`src/misc_config_defs.vh`:
```
// Constants for the miscellaneous configuration register block:
// offset, field positions, masks, reset value and small timing counts.
// Assumes byte addresses within the 256-byte configuration space.
`ifndef MISC_CONFIG_DEFS_VH
`define MISC_CONFIG_DEFS_VH

// ****************************************
// Register map
// ****************************************
`define MISC_CONFIG_OFFSET      8'hf0
`define MISC_CONFIG_RESET       32'h0000_0000
`define MISC_CONFIG_WRITE_MASK  32'h0000_801f

// ****************************************
// Field positions
// ****************************************
`define COLD_WAKE_BIT           15
`define ABORT_SUPPRESS_BIT      4
`define TWOWIRE_ROUTE_BIT       3
`define LINK_GATE_OFF_BIT       2
`define HOST_GATE_OFF_BIT       1
`define KEEP_HOST_CLOCK_BIT     0

// ****************************************
// Data and timing
// ****************************************
`define STOPPED_LINK_DATA       32'hffff_ffff
`define CLOCK_RUN_DRIVE_CYCLES  4'h2

`endif

```
`src/gpio_pin_route.v`:
```
// One general-purpose pin with its optional two-wire routing.
// Assumes pin input is synchronous to clk; the pad resolves the wire.
`timescale 1ns/1ps
`include "misc_config_defs.vh"

module gpio_pin_route (
	input  wire clk,
	input  wire rst_b,
	input  wire route,
	input  wire gpio_out,
	input  wire gpio_oe,
	input  wire pin_in,
	output reg  pin_out,
	output reg  pin_oe,
	output reg  gpio_in,
	output reg  twowire_in
);

	always @(posedge clk or negedge rst_b) begin
		if (!rst_b) begin
			pin_out    <= 1'b0;
			pin_oe     <= 1'b0;
			gpio_in    <= 1'b0;
			twowire_in <= 1'b1;
		end else begin
			// Routed pin is never driven by the general-purpose logic
			pin_out    <= route ? 1'b0 : gpio_out;
			pin_oe     <= route ? 1'b0 : gpio_oe;
			gpio_in    <= pin_in;
			// Idle two-wire line reads high when not routed
			twowire_in <= route ? pin_in : 1'b1;
		end
	end

endmodule // gpio_pin_route

```
`src/clock_run_keeper.v`:
```
// Clock-run agent: pulls the open-drain clock-run line low to keep
// the host-bus clock running. Assumes the line input is synchronous.
`timescale 1ns/1ps
`include "misc_config_defs.vh"

module clock_run_keeper (
	input  wire clk,
	input  wire rst_b,
	input  wire keep_running,
	input  wire activity_pending,
	input  wire line_in,
	output reg  line_out,
	output reg  line_oe,
	output reg  stop_allowed
);

	localparam [2:0] ST_IDLE  = 3'b001;
	localparam [2:0] ST_DRIVE = 3'b010;
	localparam [2:0] ST_SETTLE = 3'b100;

	reg [2:0] state;
	reg [3:0] count;
	wire      want_clock;

	assign want_clock = keep_running | activity_pending;

	always @(posedge clk or negedge rst_b) begin
		if (!rst_b) begin
			state        <= ST_IDLE;
			count        <= 4'h0;
			line_out     <= 1'b0;
			line_oe      <= 1'b0;
			stop_allowed <= 1'b1;
		end else begin
			line_out     <= 1'b0;
			stop_allowed <= ~want_clock;
			case (state)
				ST_IDLE: begin
					// Host deasserts the line (high) when it wants to stop
					if (line_in && want_clock) begin
						state   <= ST_DRIVE;
						count   <= `CLOCK_RUN_DRIVE_CYCLES;
						line_oe <= 1'b1;
					end
				end
				ST_DRIVE: begin
					if (count == 4'h1) begin
						state   <= ST_SETTLE;
						line_oe <= 1'b0;
					end
					count <= count - 4'h1;
				end
				ST_SETTLE: begin
					// One cycle for the pull-up before sampling again
					state <= ST_IDLE;
				end
				default: begin
					state   <= ST_IDLE;
					line_oe <= 1'b0;
				end
			endcase
		end
	end

endmodule // clock_run_keeper

```
`src/misc_config_register.v`:
```
// Miscellaneous configuration register of the host-bus side of a
// serial-bus link controller, with the logic its bits steer.
// Assumes configuration accesses come as one-cycle strobes on clk and
// that the link side answers forwarded accesses with a one-cycle ack.
// The clock-run line needs an external pull-up; the pads resolve the pins.
`timescale 1ns/1ps
`include "misc_config_defs.vh"

module misc_config_register (
	input  wire        clk,
	input  wire        rst_b,
	// Configuration space access
	input  wire        cfg_sel,
	input  wire        cfg_write,
	input  wire [7:0]  cfg_offset,
	input  wire [3:0]  cfg_byte_en,
	input  wire [31:0] cfg_wdata,
	output reg         cfg_ack,
	output reg         cfg_hit,
	output reg  [31:0] cfg_rdata,
	// Host access to link-domain registers
	input  wire        link_req,
	input  wire        link_write,
	input  wire        link_clock_active,
	input  wire        link_ack_in,
	input  wire [31:0] link_rdata_in,
	output reg         link_fwd,
	output reg         link_done,
	output reg         link_target_abort,
	output reg  [31:0] link_rdata,
	// Power management capability mirror
	output reg         cap_cold_state_wake_support,
	// Clock gating
	input  wire        link_clock_wanted,
	input  wire        host_clock_wanted,
	output reg         link_clock_enable,
	output reg         host_clock_enable,
	// Clock-run line, open drain
	input  wire        activity_pending,
	input  wire        clock_run_pin_in,
	output wire        clock_run_pin_out,
	output wire        clock_run_pin_oe,
	output wire        host_clock_stop_allowed,
	// General-purpose pins
	input  wire        gpio_three_out,
	input  wire        gpio_three_oe,
	input  wire        gpio_two_out,
	input  wire        gpio_two_oe,
	input  wire        general_pin_three_in,
	input  wire        general_pin_two_in,
	output wire        general_pin_three_out,
	output wire        general_pin_three_oe,
	output wire        general_pin_two_out,
	output wire        general_pin_two_oe,
	output wire        gpio_three_in,
	output wire        gpio_two_in,
	output wire        twowire_scl_in,
	output wire        twowire_sda_in
);

	// ****************************************
	// Register storage
	// ****************************************
	reg         cold_state_wake_support;
	reg         abort_suppress;
	reg         gpio_to_twowire_route;
	reg         link_clock_gate_off;
	reg         host_clock_gate_off;
	reg         keep_host_clock;

	wire        reg_hit;
	wire [31:0] write_mask;
	wire [31:0] current;
	wire [31:0] next_value;
	reg         next_cold_state_wake_support;
	reg         next_abort_suppress;
	reg         next_gpio_to_twowire_route;
	reg         next_link_clock_gate_off;
	reg         next_host_clock_gate_off;
	reg         next_keep_host_clock;
	wire        reg_write;

	localparam [31:0] RESET_VALUE = `MISC_CONFIG_RESET;

	// ****************************************
	// Write decode
	// ****************************************
	assign reg_hit   = (cfg_offset == `MISC_CONFIG_OFFSET);
	assign reg_write = cfg_sel & cfg_write & reg_hit;

	// Byte enables narrow the writable mask lane by lane
	assign write_mask = `MISC_CONFIG_WRITE_MASK &
		{{8{cfg_byte_en[3]}}, {8{cfg_byte_en[2]}},
		 {8{cfg_byte_en[1]}}, {8{cfg_byte_en[0]}}};

	// Reserved fields are constant zero, so reads and writes cannot touch them
	assign current = {16'h0000,
		cold_state_wake_support,
		10'h000,
		abort_suppress,
		gpio_to_twowire_route,
		link_clock_gate_off,
		host_clock_gate_off,
		keep_host_clock};

	assign next_value = (current & ~write_mask) | (cfg_wdata & write_mask);

	// ****************************************
	// Next field values
	// ****************************************
	// Only an accepted write to this offset moves a field; keeping the
	// decode here leaves the clocked block a plain load on every edge
	always @* begin
		next_cold_state_wake_support = cold_state_wake_support;
		next_abort_suppress          = abort_suppress;
		next_gpio_to_twowire_route   = gpio_to_twowire_route;
		next_link_clock_gate_off     = link_clock_gate_off;
		next_host_clock_gate_off     = host_clock_gate_off;
		next_keep_host_clock         = keep_host_clock;
		if (reg_write) begin
			next_cold_state_wake_support = next_value[`COLD_WAKE_BIT];
			next_abort_suppress          = next_value[`ABORT_SUPPRESS_BIT];
			next_gpio_to_twowire_route   = next_value[`TWOWIRE_ROUTE_BIT];
			next_link_clock_gate_off     = next_value[`LINK_GATE_OFF_BIT];
			next_host_clock_gate_off     = next_value[`HOST_GATE_OFF_BIT];
			next_keep_host_clock         = next_value[`KEEP_HOST_CLOCK_BIT];
		end
	end

	always @(posedge clk or negedge rst_b) begin
		if (!rst_b) begin
			cold_state_wake_support <= RESET_VALUE[`COLD_WAKE_BIT];
			abort_suppress          <= RESET_VALUE[`ABORT_SUPPRESS_BIT];
			gpio_to_twowire_route   <= RESET_VALUE[`TWOWIRE_ROUTE_BIT];
			link_clock_gate_off     <= RESET_VALUE[`LINK_GATE_OFF_BIT];
			host_clock_gate_off     <= RESET_VALUE[`HOST_GATE_OFF_BIT];
			keep_host_clock         <= RESET_VALUE[`KEEP_HOST_CLOCK_BIT];
		end else begin
			cold_state_wake_support <= next_cold_state_wake_support;
			abort_suppress          <= next_abort_suppress;
			gpio_to_twowire_route   <= next_gpio_to_twowire_route;
			link_clock_gate_off     <= next_link_clock_gate_off;
			host_clock_gate_off     <= next_host_clock_gate_off;
			keep_host_clock         <= next_keep_host_clock;
		end
	end

	// ****************************************
	// Configuration answer
	// ****************************************
	// Reads show the value before any write in the same strobe, so a
	// write is seen by the next read access, never by its own answer
	always @(posedge clk or negedge rst_b) begin
		if (!rst_b) begin
			cfg_ack   <= 1'b0;
			cfg_hit   <= 1'b0;
			cfg_rdata <= 32'h0000_0000;
		end else begin
			cfg_ack <= cfg_sel;
			cfg_hit <= cfg_sel & reg_hit;
			if (cfg_sel && !cfg_write && reg_hit) begin
				cfg_rdata <= current;
			end else if (cfg_sel) begin
				// Unmapped offsets and writes return zero
				cfg_rdata <= 32'h0000_0000;
			end
		end
	end

	// ****************************************
	// Mirrors and clock gating
	// ****************************************
	always @(posedge clk or negedge rst_b) begin
		if (!rst_b) begin
			cap_cold_state_wake_support <= 1'b0;
			link_clock_enable           <= 1'b0;
			host_clock_enable           <= 1'b0;
		end else begin
			cap_cold_state_wake_support <= cold_state_wake_support;
			// Registered so a gate enable never glitches on the decode
			// Test overrides bypass gating; normal use leaves them clear
			link_clock_enable <= link_clock_gate_off | link_clock_wanted;
			host_clock_enable <= host_clock_gate_off | host_clock_wanted;
		end
	end

	// ****************************************
	// Link register access
	// ****************************************
	localparam [2:0] LS_IDLE = 3'b001;
	localparam [2:0] LS_WAIT = 3'b010;
	localparam [2:0] LS_DONE = 3'b100;

	reg [2:0] link_state;

	// A request while busy or in the gap cycle is dropped, not queued;
	// the host side must retry it.

	always @(posedge clk or negedge rst_b) begin
		if (!rst_b) begin
			link_state        <= LS_IDLE;
			link_fwd          <= 1'b0;
			link_done         <= 1'b0;
			link_target_abort <= 1'b0;
			link_rdata        <= 32'h0000_0000;
		end else begin
			link_fwd          <= 1'b0;
			link_done         <= 1'b0;
			link_target_abort <= 1'b0;
			case (link_state)
				LS_IDLE: begin
					if (link_req && link_clock_active) begin
						link_fwd   <= 1'b1;
						link_state <= LS_WAIT;
					end else if (link_req && abort_suppress) begin
						// Writes to a stopped domain are dropped
						link_rdata <= `STOPPED_LINK_DATA;
						link_done  <= 1'b1;
						link_state <= LS_DONE;
					end else if (link_req) begin
						// Some systems treat this abort as fatal
						link_target_abort <= 1'b1;
						link_state        <= LS_DONE;
					end
				end
				LS_WAIT: begin
					if (link_ack_in) begin
						link_rdata <= link_write ? 32'h0000_0000 : link_rdata_in;
						link_done  <= 1'b1;
						link_state <= LS_DONE;
					end else if (!link_clock_active && abort_suppress) begin
						// Clock stopped mid-access: no ack will come
						link_rdata <= `STOPPED_LINK_DATA;
						link_done  <= 1'b1;
						link_state <= LS_DONE;
					end else if (!link_clock_active) begin
						link_target_abort <= 1'b1;
						link_state        <= LS_DONE;
					end
				end
				LS_DONE: begin
					// One idle cycle between accesses
					link_state <= LS_IDLE;
				end
				default: begin
					link_state <= LS_IDLE;
				end
			endcase
		end
	end

	// ****************************************
	// Clock-run and pins
	// ****************************************
	clock_run_keeper u_clock_run (
		.clk              (clk),
		.rst_b            (rst_b),
		.keep_running     (keep_host_clock),
		.activity_pending (activity_pending),
		.line_in          (clock_run_pin_in),
		.line_out         (clock_run_pin_out),
		.line_oe          (clock_run_pin_oe),
		.stop_allowed     (host_clock_stop_allowed)
	);

	// One routing bit moves both pins together; the two-wire port's own
	// drive sits outside this block and only sees the pin levels here.
	gpio_pin_route u_pin_three (
		.clk        (clk),
		.rst_b      (rst_b),
		.route      (gpio_to_twowire_route),
		.gpio_out   (gpio_three_out),
		.gpio_oe    (gpio_three_oe),
		.pin_in     (general_pin_three_in),
		.pin_out    (general_pin_three_out),
		.pin_oe     (general_pin_three_oe),
		.gpio_in    (gpio_three_in),
		.twowire_in (twowire_scl_in)
	);

	gpio_pin_route u_pin_two (
		.clk        (clk),
		.rst_b      (rst_b),
		.route      (gpio_to_twowire_route),
		.gpio_out   (gpio_two_out),
		.gpio_oe    (gpio_two_oe),
		.pin_in     (general_pin_two_in),
		.pin_out    (general_pin_two_out),
		.pin_oe     (general_pin_two_oe),
		.gpio_in    (gpio_two_in),
		.twowire_in (twowire_sda_in)
	);

endmodule // misc_config_register

```
`config.mk`:
```
export PLATFORM = sky130hd
export DESIGN_NAME = misc_config_register
export DESIGN_NICKNAME = d
export VERILOG_FILES = /design/src/gpio_pin_route.v /design/src/clock_run_keeper.v /design/src/misc_config_register.v
export VERILOG_INCLUDE_DIRS = /design/src
export SDC_FILE = /design/constraint.sdc
export NUM_CORES = 1
export LEC_CHECK = 0
export BUFFER_PORTS_ARGS = -buffer_cell sky130_fd_sc_hd__buf_4
export CORE_MARGIN = 5
export CORE_UTILIZATION = 48
export CTS_CLUSTER_SIZE = 12
export DETAILED_ROUTE_END_ITERATION = 8
export GPL_ROUTABILITY_DRIVEN = 0
export PLACE_DENSITY = 0.86
export SLEW_MARGIN = 10
export SYNTH_ARGS = -nofsm -noshare
export SYNTH_HDL_FRONTEND = slang
export SYNTH_HIERARCHICAL = 1
export SYNTH_SLANG_ARGS = --single-unit
```
`constraint.sdc`:
```
create_clock -name clk -period 2.6 [get_ports clk]
set_input_delay 0.26 -clock clk [delete_from_list [all_inputs] [get_ports clk]]
set_output_delay 0.26 -clock clk [all_outputs]
set_load 0.01 [all_outputs]
```
==> After elaboration in Yosys (flattened, before gate mapping) <==
Index checks and enable logic that the tools add are counted.
{ "classes": {"bitwise_logic": 12, "eq_ne": 14, "n_mux": 43, "n_addsub": 1, "n_reduce_logical": 16} }
{ "op_table": {"columns": ["operator", "n"], "rows": [
  ["$mux W32", 7],
  ["$pmux W32 S2", 1],
  ["$and A16 B16 Y16", 2],
  ["$mux W3", 8],
  ["$mux W1", 20],
  ["$not A16 Y16", 1],
  ["$or A16 B16 Y16", 1],
  ["$pmux W3 S2", 2],
  ["$eq A8 B8 Y1 const B", 1],
  ["$ne A4 B4 Y1 const B", 2],
  ["$pmux W4 S2", 1],
  ["$eq A3 B1 Y1 const B", 2],
  ["$eq A3 B2 Y1 const B", 2],
  ["$logic_and A1 B1 Y1", 6],
  ["$reduce_and A2 Y1", 3],
  ["$reduce_bool A2 Y1", 3],
  ["$eq A4 B1 Y1 const B", 1],
  ["$mux W4", 1],
  ["$ne A2 B1 Y1 const B", 2],
  ["$ne A2 B2 Y1 const B", 2],
  ["$pmux W1 S2", 2],
  ["$reduce_and A4 Y1", 1],
  ["$sub A4 B1 Y4 const B", 1],
  ["$and A1 B1 Y1", 3],
  ["7 further kinds", 11]
]} }
{ "word_totals": {"output_inout_bits": 83, "input_bits": 94, "word_cells": 115, "ff_bits": 98} }

==> Longest topological paths before layout <==
Gate-level depths: netlist of run 1.
{ "depth": {"ltp_word": 5, "mapped_depth": 5, "ltp_nobuf": 5} }

==> Cells and area by module <==
Netlist of run 1, hierarchy kept.
{ "modules_own_cells": {"columns": ["mod", "cells_each", "seq_area_each_um2", "area_per_inst_um2", "instances"], "rows": [
  ["misc_config_register", 230, 1377.6, 2494.9, 1],
  ["clock_run_keeper", 44, 227.7, 442.9, 1],
  ["gpio_pin_route", 7, 101.3, 120.1, 2]
]} }

==> Worst setup path before layout of run 1 <==
Ideal clock, no wire load.
{ "synth_timing": {"kind": "in2reg", "startpoint": "input port cfg_offset[1]", "endpoint": "register with a tool-made name", "path_stages": 3, "setup_time_ps": 125, "n_path_buf": 0, "required_ps": 2475, "t_arrival_ps": 1519, "slack_ps": 956, "cell_sequence": "or4_4 -> nor4_4 -> mux2_2"} }
{ "synth_lines": {"columns": ["item", "line", "source"], "rows": [
  ["start, declared", "misc_config_register.v:15", "input wire [7:0] cfg_offset,"]
]} }

==> Worst setup path in the final report of run 1 <==
{ "layout_timing": {"startpoint": "register u_clock_run.state[0]", "endpoint": "register u_clock_run.count[0]"} }
{ "layout_between": {"elab_chain_len": 3, "elab_cells_between_ends": 6, "classes_between": "eq/ne: 3; mux: 1; reduce/logical: 2"} }
{ "layout_lines": {"columns": ["item", "line", "source"], "rows": [
  ["start, declared", "clock_run_keeper.v:21", "reg [2:0] state;"],
  ["start signal, assigned", "clock_run_keeper.v:29", "state <= ST_IDLE;"],
  ["start signal, assigned", "clock_run_keeper.v:41", "state <= ST_DRIVE;"],
  ["start signal, assigned", "clock_run_keeper.v:48", "state <= ST_SETTLE;"],
  ["$eq A3 B1 Y1 or $eq A3 B2 Y1 (tied branches)", "clock_run_keeper.v:37", "case (state)"],
  ["$ne A2 B1 Y1 (no line) or $reduce_bool A2 Y1 (tied branches)", null, null],
  ["$reduce_and A2 Y1 (no line)", null, null],
  ["end signal, assigned", "clock_run_keeper.v:42", "count <= `CLOCK_RUN_DRIVE_CYCLES;"],
  ["end signal, assigned", "clock_run_keeper.v:51", "count <= count - 4'h1;"],
  ["end, declared", "clock_run_keeper.v:22", "reg [3:0] count;"]
]} }
Parallel ways exist; a longest one is shown, timed or not.
A chain may end at the register's enable or synchronous reset.

==> results of run 1 <==
==> layout make-up <==
type	count	area [um^2]
Clock buffer	9	124
Clock inverter	7	96.3
Fill cell	519	2100
Inverter	7	26.3
Multi-Input combinational cell	194	1200
Sequential cell	72	1810
Tap cell	77	96.3
Timing Repair Buffer	125	938
==> placed cells by master, fill, tap and decap left out, types with 2 or more instances in the layout <==
cell type	synthesis	final
buf_4	27	125
dfrtp_1	67	67
nor2_1	39	39
nand2b_1	34	34
a22oi_1	32	32
conb_1	2	27
clkbuf_8	0	9
nand2_1	7	7
inv_1	6	6
mux2_2	6	6
a22o_1	6	6
nor2b_1	5	5
dfstp_2	5	5
clkinvlp_4	0	3
o21ai_0	3	3
nand3_1	3	3
and3b_1	2	2
a21oi_1	2	2
nor4_1	2	2
or2_2	2	2
o21bai_1	2	2
bufinv_16	0	2
a21o_1	2	2
ha_1	2	2
==> kinds of logic after synthesis <==
group | Yosys count
simple gates | 107
buf+inv | 47
compound gates | 52
other cells | 2
mux | 6
flops | 72
fa+ha+maj | 2
==> worst paths after layout <==
check,startpoint,end,depth (start not counted)
max in group asynchronous,rst_b,u_clock_run/count[2],1
min,rst_b,u_clock_run/line_oe,1
min in group clk,cfg_sel,cfg_ack,1
max,u_clock_run/state[0],u_clock_run/count[0],3
max reg2reg,u_clock_run/state[0],u_clock_run/count[0],3
min reg2reg,flop,cap_cold_state_wake_support,0
==> sequential cells by signal, indices dropped and copies added, names as in the netlist, 3 cells and up, named ones only <==
name and cells:
link_rdata 32, cfg_rdata 6, u_clock_run/count 4, link_state 3, u_clock_run/state 3
==> report_power, final <==
part           switching [mW]  internal, mW
clock network           0.419         0.539
registers               0.173          1.41
logic                   0.494         0.640
total                    1.09          2.59
==> worst register-to-register path, stage by stage (launching register included) <==
cell and delay [ns]:
dfstp_2 0.56, or3b_1 0.38, nor2_1 0.39, o21ai_0 0.17
==> per-layer routing <==
metal,track usage,wire length (um),vias up
met5,0,0,-
met3,0.0686,576,9
met4,0.0403,75,0
met1,0.214,2940,1150
li1,-,-,1177
met2,0.289,3630,93
==> results.py, run 1 <==
metrics = {
    "clocking": {
        "clock-root-buffer": "clkbuf_8",
        "cts-buffers-inserted": 9,
        "clkSinkCount": 72,
        "clk_pin_slew_ns": 0.07,
        "post_cts_buffers": 0,
        "cts_tree": "built",
        "holdBufCountCts": 0,
        "clk_path_buf_depth": 2,
        "insertion_delay_ns": 0.34,
        "htree_levels": 3,
        "cts_resized": 0,
    },
    "job": {
        "cap_viol_max_count": 0,
    },
    "worst_setup_path": {
        "slowest_stage": "dfstp_2",
        "startpoint_type": "flop",
        "path_cells": "or3b_1, nor2_1, o21ai_0",
        "cp_num_buf_inv": 0,
        "cp.arrival_ns": 1.84,
        "slowest_delay_ns": 0.56,
        "r2r_slack_ns": 0.96,
        "cp-end-kind": "flop",
        "path_max_fanout": 6,
        "required_ns": 2.80,
        "critPathTopFamily": "simple AND/OR/NAND/NOR gates",
        "crit_type": "flop to flop",
    },
    "sta": {
        "drv_slew": 0,
        "worstMarginPinSlew_ns": 0.883,
        "setup_viol": 0,
        "fin_setup_tns_ns": 0,
        "rsz0062_at_grt": "false",
        "whs_ns": 0.0318,
        "fmax_mhz": 610,
        "fin_ws_ns": 0.960,
        "layout_min_cycle_time_ns": 1.64,
        "slew_headroom": 0.412,
        "hold_violations": 0,
        "fin_skew_ns": 0.0110,
        "min_period_over_period": 0.631,
    },
    "synthesis": {
        "synth-simple-area-share": 0.189,
        "synthFlopType": "dfrtp_1",
        "synth_xor_area_frac": 0,
        "synth_top_area_cell": "dfrtp_1",
        "synth_top_area_frac": 0.528,
        "ys_types": 43,
        "syn_area_um2": 3180,
        "ys_warn_count": 6,
        "synth.area.mux_share": 0.0213,
        "synthAdderAreaFrac": 0.00787,
        "ys_top_cells_by_count": "dfrtp_1, nor2_1, nand2b_1, a22oi_1, buf_4",
        "async_flop_share": 1.00,
        "avgSynthCellArea_um2": 11.0,
        "synth-compound-area-share": 0.122,
        "synthCells": 288,
        "ys_seq_elements": 72,
        "ys_top_cells_by_area": "dfrtp_1, a22oi_1, nand2b_1",
        "synth-edff-count": 0,
        "synth_most_common_cell": "dfrtp_1",
        "synth_top_family_by_area": "simple AND/OR/NAND/NOR gates",
        "yosysSeqAreaShare": 0.569,
    },
    "placement": {
        "dp_cells": 475,
        "place_hpwl_um": 5350,
        "io_buffers": 121,
        "placed_cell_area_um2": 4070,
        "pre_cts_ws_ns": 0.733,
    },
    "power_and_ir_drop": {
        "ir_drop_mv": 0.576,
        "power.leakage_nw": 2.13,
        "power_density_nw_per_um2": 858,
        "power.total_mw": 3.68,
    },
    "finish": {
        "antennaDiodeCount": 0,
        "nNetsFinal": 505,
        "final_util": 0.671,
        "final_cell_area_um2": 4290,
        "drive_above_1_share": 0.391,
        "areaGrowthSynthToFinish_pct": 34.9,
        "layout.cells.non_filler": 491,
    },
    "detailed_routing": {
        "ant_nets": 0,
        "drt-wirelength-per-cell_um": 14.7,
        "wl_um": 7230,
        "first_pass_iters": 4,
        "vias_per_cell": 4.95,
        "vias": 2429,
        "first_iter_violations": 135,
        "drc_errors": 0,
    },
    "die": {
        "coreArea_um2": 6390,
        "io_pins": 177,
        "dieArea_um2": 8350,
        "die_height_um": 91.4,
        "fp-row-count": 29,
        "die_x_um": 91.4,
        "start_util": 0.498,
    },
    "grt": {
        "antenna_found_initial": 0,
        "grt_pass1_vias": 2449,
        "track_usage": 0.174,
        "grt_start_max_net_pins": 73,
        "grt_pass1_wl_um": 11900,
        "grt.overflow.total": 0,
    },
    "run_status": {
        "status": "complete, no violations",
    },
    "min_path": {
        "hp-class": "input pin to async pin",
    },
}
No activity file was read; power rests on OpenSTA's default activity.
==> run 2, diff against run 1 <==
ABC_AREA = 1   (was not set)
CORE_UTILIZATION = 46   (was 48)
PLACE_DENSITY = 0.81   (was 0.86)
clock period = 1.59 ns   (was 2.6 ns; I/O delays follow)
==> results.py, run 2 <==
metrics = {
    "power_and_ir_drop": {
        "p_seq_frac": 0.409,
        "p_switching_mw": 2.07,
        "p_clk_frac": 0.266,
        "netSwitchingFraction": 0.316,
        "power_density_nw_per_um2": 1390,
        "ir_drop_mv": 0.600,
        "power.leakage_nw": 2.56,
        "power.total_mw": 6.57,
        "internal-power_mw": 4.49,
        "comb_power_share": 0.325,
    },
    "finish": {
        "final_util": 0.649,
        "seq_area_um2": 1810,
        "areaGrowthSynthToFinish_pct": 36.4,
        "final_cell_mix": "nand2_1, buf_4, dfrtp_1",
        "final_cell_area_um2": 4730,
        "largestRegisters": "link_rdata (32), cfg_rdata (6), u_clock_run/count (4)",
        "largest_reg_flops": 32,
        "max_flop_register": "link_rdata",
        "final_common_cell": "nand2_1",
        "fill_cells": 605,
        "drive_above_1_share": 0.297,
        "layout.cells.non_filler": 657,
        "nNetsFinal": 649,
        "multiInputGateArea_um2": 1350,
        "antennaDiodeCount": 0,
    },
    "detailed_routing": {
        "first_iter_violations": 148,
        "vias": 3183,
        "drc_errors": 0,
        "drt-wirelength-per-cell_um": 13.7,
        "first_pass_iters": 5,
        "vias_per_cell": 4.84,
        "ant_nets": 0,
        "wl_um": 9010,
    },
    "clocking": {
        "htree_levels": 3,
        "clk_path_buf_depth": 2,
        "cts-buffers-inserted": 9,
        "clock-root-buffer": "clkbuf_8",
        "post_cts_buffers": 0,
        "insertion_delay_ns": 0.34,
        "cts_tree": "built",
        "clkSinkCount": 72,
        "clk_pin_slew_ns": 0.07,
    },
    "die": {
        "io_pins": 177,
        "die_height_um": 96.8,
        "coreArea_um2": 7290,
        "die_x_um": 96.8,
        "start_util": 0.476,
        "fp-row-count": 31,
        "dieArea_um2": 9380,
    },
    "placement": {
        "place_hpwl_um": 6430,
        "placed_cell_area_um2": 4420,
        "pre_cts_ws_ns": 0.131,
        "io_buffers": 121,
        "dp_cells": 635,
    },
    "worst_setup_path": {
        "critPathTopFamily": "flip-flops",
        "path_cells": "nand3_1, inv_2, nand2_1, buf_6, nand3_1, nand2_1",
        "r2r-end": "link_rdata[19]",
        "startpoint_type": "flop",
        "cp.arrival_ns": 1.67,
        "required_ns": 1.81,
        "rr_startpoint": "link_state[0]",
        "cp-end-kind": "flop",
        "r2r_cells": 6,
        "slowest_stage": "dfstp_2",
        "cp_num_buf_inv": 2,
        "r2r_slack_ns": 0.15,
        "path_max_fanout": 32,
        "crit_type": "flop to flop",
        "critPathLaunch": "link_state[0]",
        "slowest_delay_ns": 0.56,
    },
    "synthesis": {
        "syn_area_um2": 3470,
        "async_flop_share": 1.00,
        "ys_warn_count": 6,
        "avgSynthCellArea_um2": 8.16,
        "synthCells": 425,
        "synth_top_area_cell": "dfrtp_1",
        "synthFlopType": "dfrtp_1",
        "synth_top_area_frac": 0.483,
        "ys_seq_elements": 72,
        "ys_top_cells_by_area": "dfrtp_1, nand2_1, buf_4",
        "synth-edff-count": 0,
        "ys_top_cells_by_count": "nand2_1, dfrtp_1, nand3_1, a21oi_1, buf_4",
        "yosysSeqAreaShare": 0.521,
        "synth_most_common_cell": "nand2_1",
        "ys_types": 26,
    },
    "grt": {
        "grt_pass1_wl_um": 14900,
        "track_usage": 0.189,
        "antenna_found_initial": 0,
        "grt_pass1_vias": 3142,
        "grt_start_max_net_pins": 35,
        "grt.overflow.total": 0,
    },
    "min_path": {
        "hold_depth": 2,
        "hold_path.startpoint": "host_clock_wanted",
        "min_to": "host_clock_enable",
        "hp-class": "input pin to flop",
    },
    "sta": {
        "rsz0062_at_grt": "false",
        "fin_ws_ns": 0.147,
        "min_period_over_period": 0.907,
        "fmax_mhz": 693,
        "whs_ns": 0.0163,
        "drv_slew": 0,
        "hold_violations": 0,
        "fin_skew_ns": 0.0141,
        "fin_setup_tns_ns": 0,
        "setup_viol": 0,
        "layout_min_cycle_time_ns": 1.44,
    },
    "job": {
        "cap_viol_max_count": 0,
    },
    "run_status": {
        "status": "complete, no violations",
    },
}
[run 2: layout make-up]
cell class,instances,area share
sequential,72,0.382
clock buffer,11,0.0299
inverter,31,0.0246
timing repair buffer,139,0.230
multi-input combinational,300,0.285
clock inverter,5,0.0220
tap,99,0.0262
[run 2: worst max path at each step]
| stage | slack, ns | cells past startpoint | end |
|---|---|---|---|
| after floorplan | 0.27 | 5 | link_rdata[0] |
| final | 0.15 | 6 | link_rdata[19] |
| after detailed placement | 0.13 | 6 | link_rdata[19] |
| after global placement | 0.17 | 6 | link_rdata[19] |
| after CTS | 0.12 | 6 | link_rdata[19] |
| after global routing | 0.03 | 7 | link_rdata[12] |
[run 2: routing by layer]
layer | vias to the layer above | global-route usage | wire length, um
met5 | - | 0 | 0
met4 | 0 | 0.0734 | 129
met3 | 12 | 0.0403 | 625
met2 | 137 | 0.322 | 4630
met1 | 1471 | 0.234 | 3630
li1 | 1563 | - | -
[run 2: what timing repair did]
item,in CTS,in global routing
endpoints found under the setup margin,0,19
resized for setup,0,3
hold buffers,6,0
hold endpoints to repair,56,0
[run 2: kinds of logic (layout without fill, tap and decap cells)]
kind of cell | count (synthesis) | after routing | share of synthesized area
adder cells (fa/ha/maj) | 2 | 2 | 0.00721
other | 2 | 27 | 0.00217
buffers and inverters | 78 | 186 | 0.118
AO/OA/AOI/OAI | 41 | 41 | 0.0599
flip-flops | 72 | 72 | 0.521
AND/OR/NAND/NOR | 230 | 230 | 0.291
[run 2: power groups by stage]
| stage | clock (mW) | sequential (mW) | combinational [mW] |
|---|---|---|---|
| finish | 1.75 | 2.68 | 2.13 |
| global route | 1.88 | 2.74 | 2.36 |
| CTS | 1.79 | 2.68 | 2.15 |
| detailed placement | 0 | 2.71 | 2.12 |
| global placement | 0 | 2.69 | 2.06 |
| floorplan | 0 | 2.87 | 0.909 |
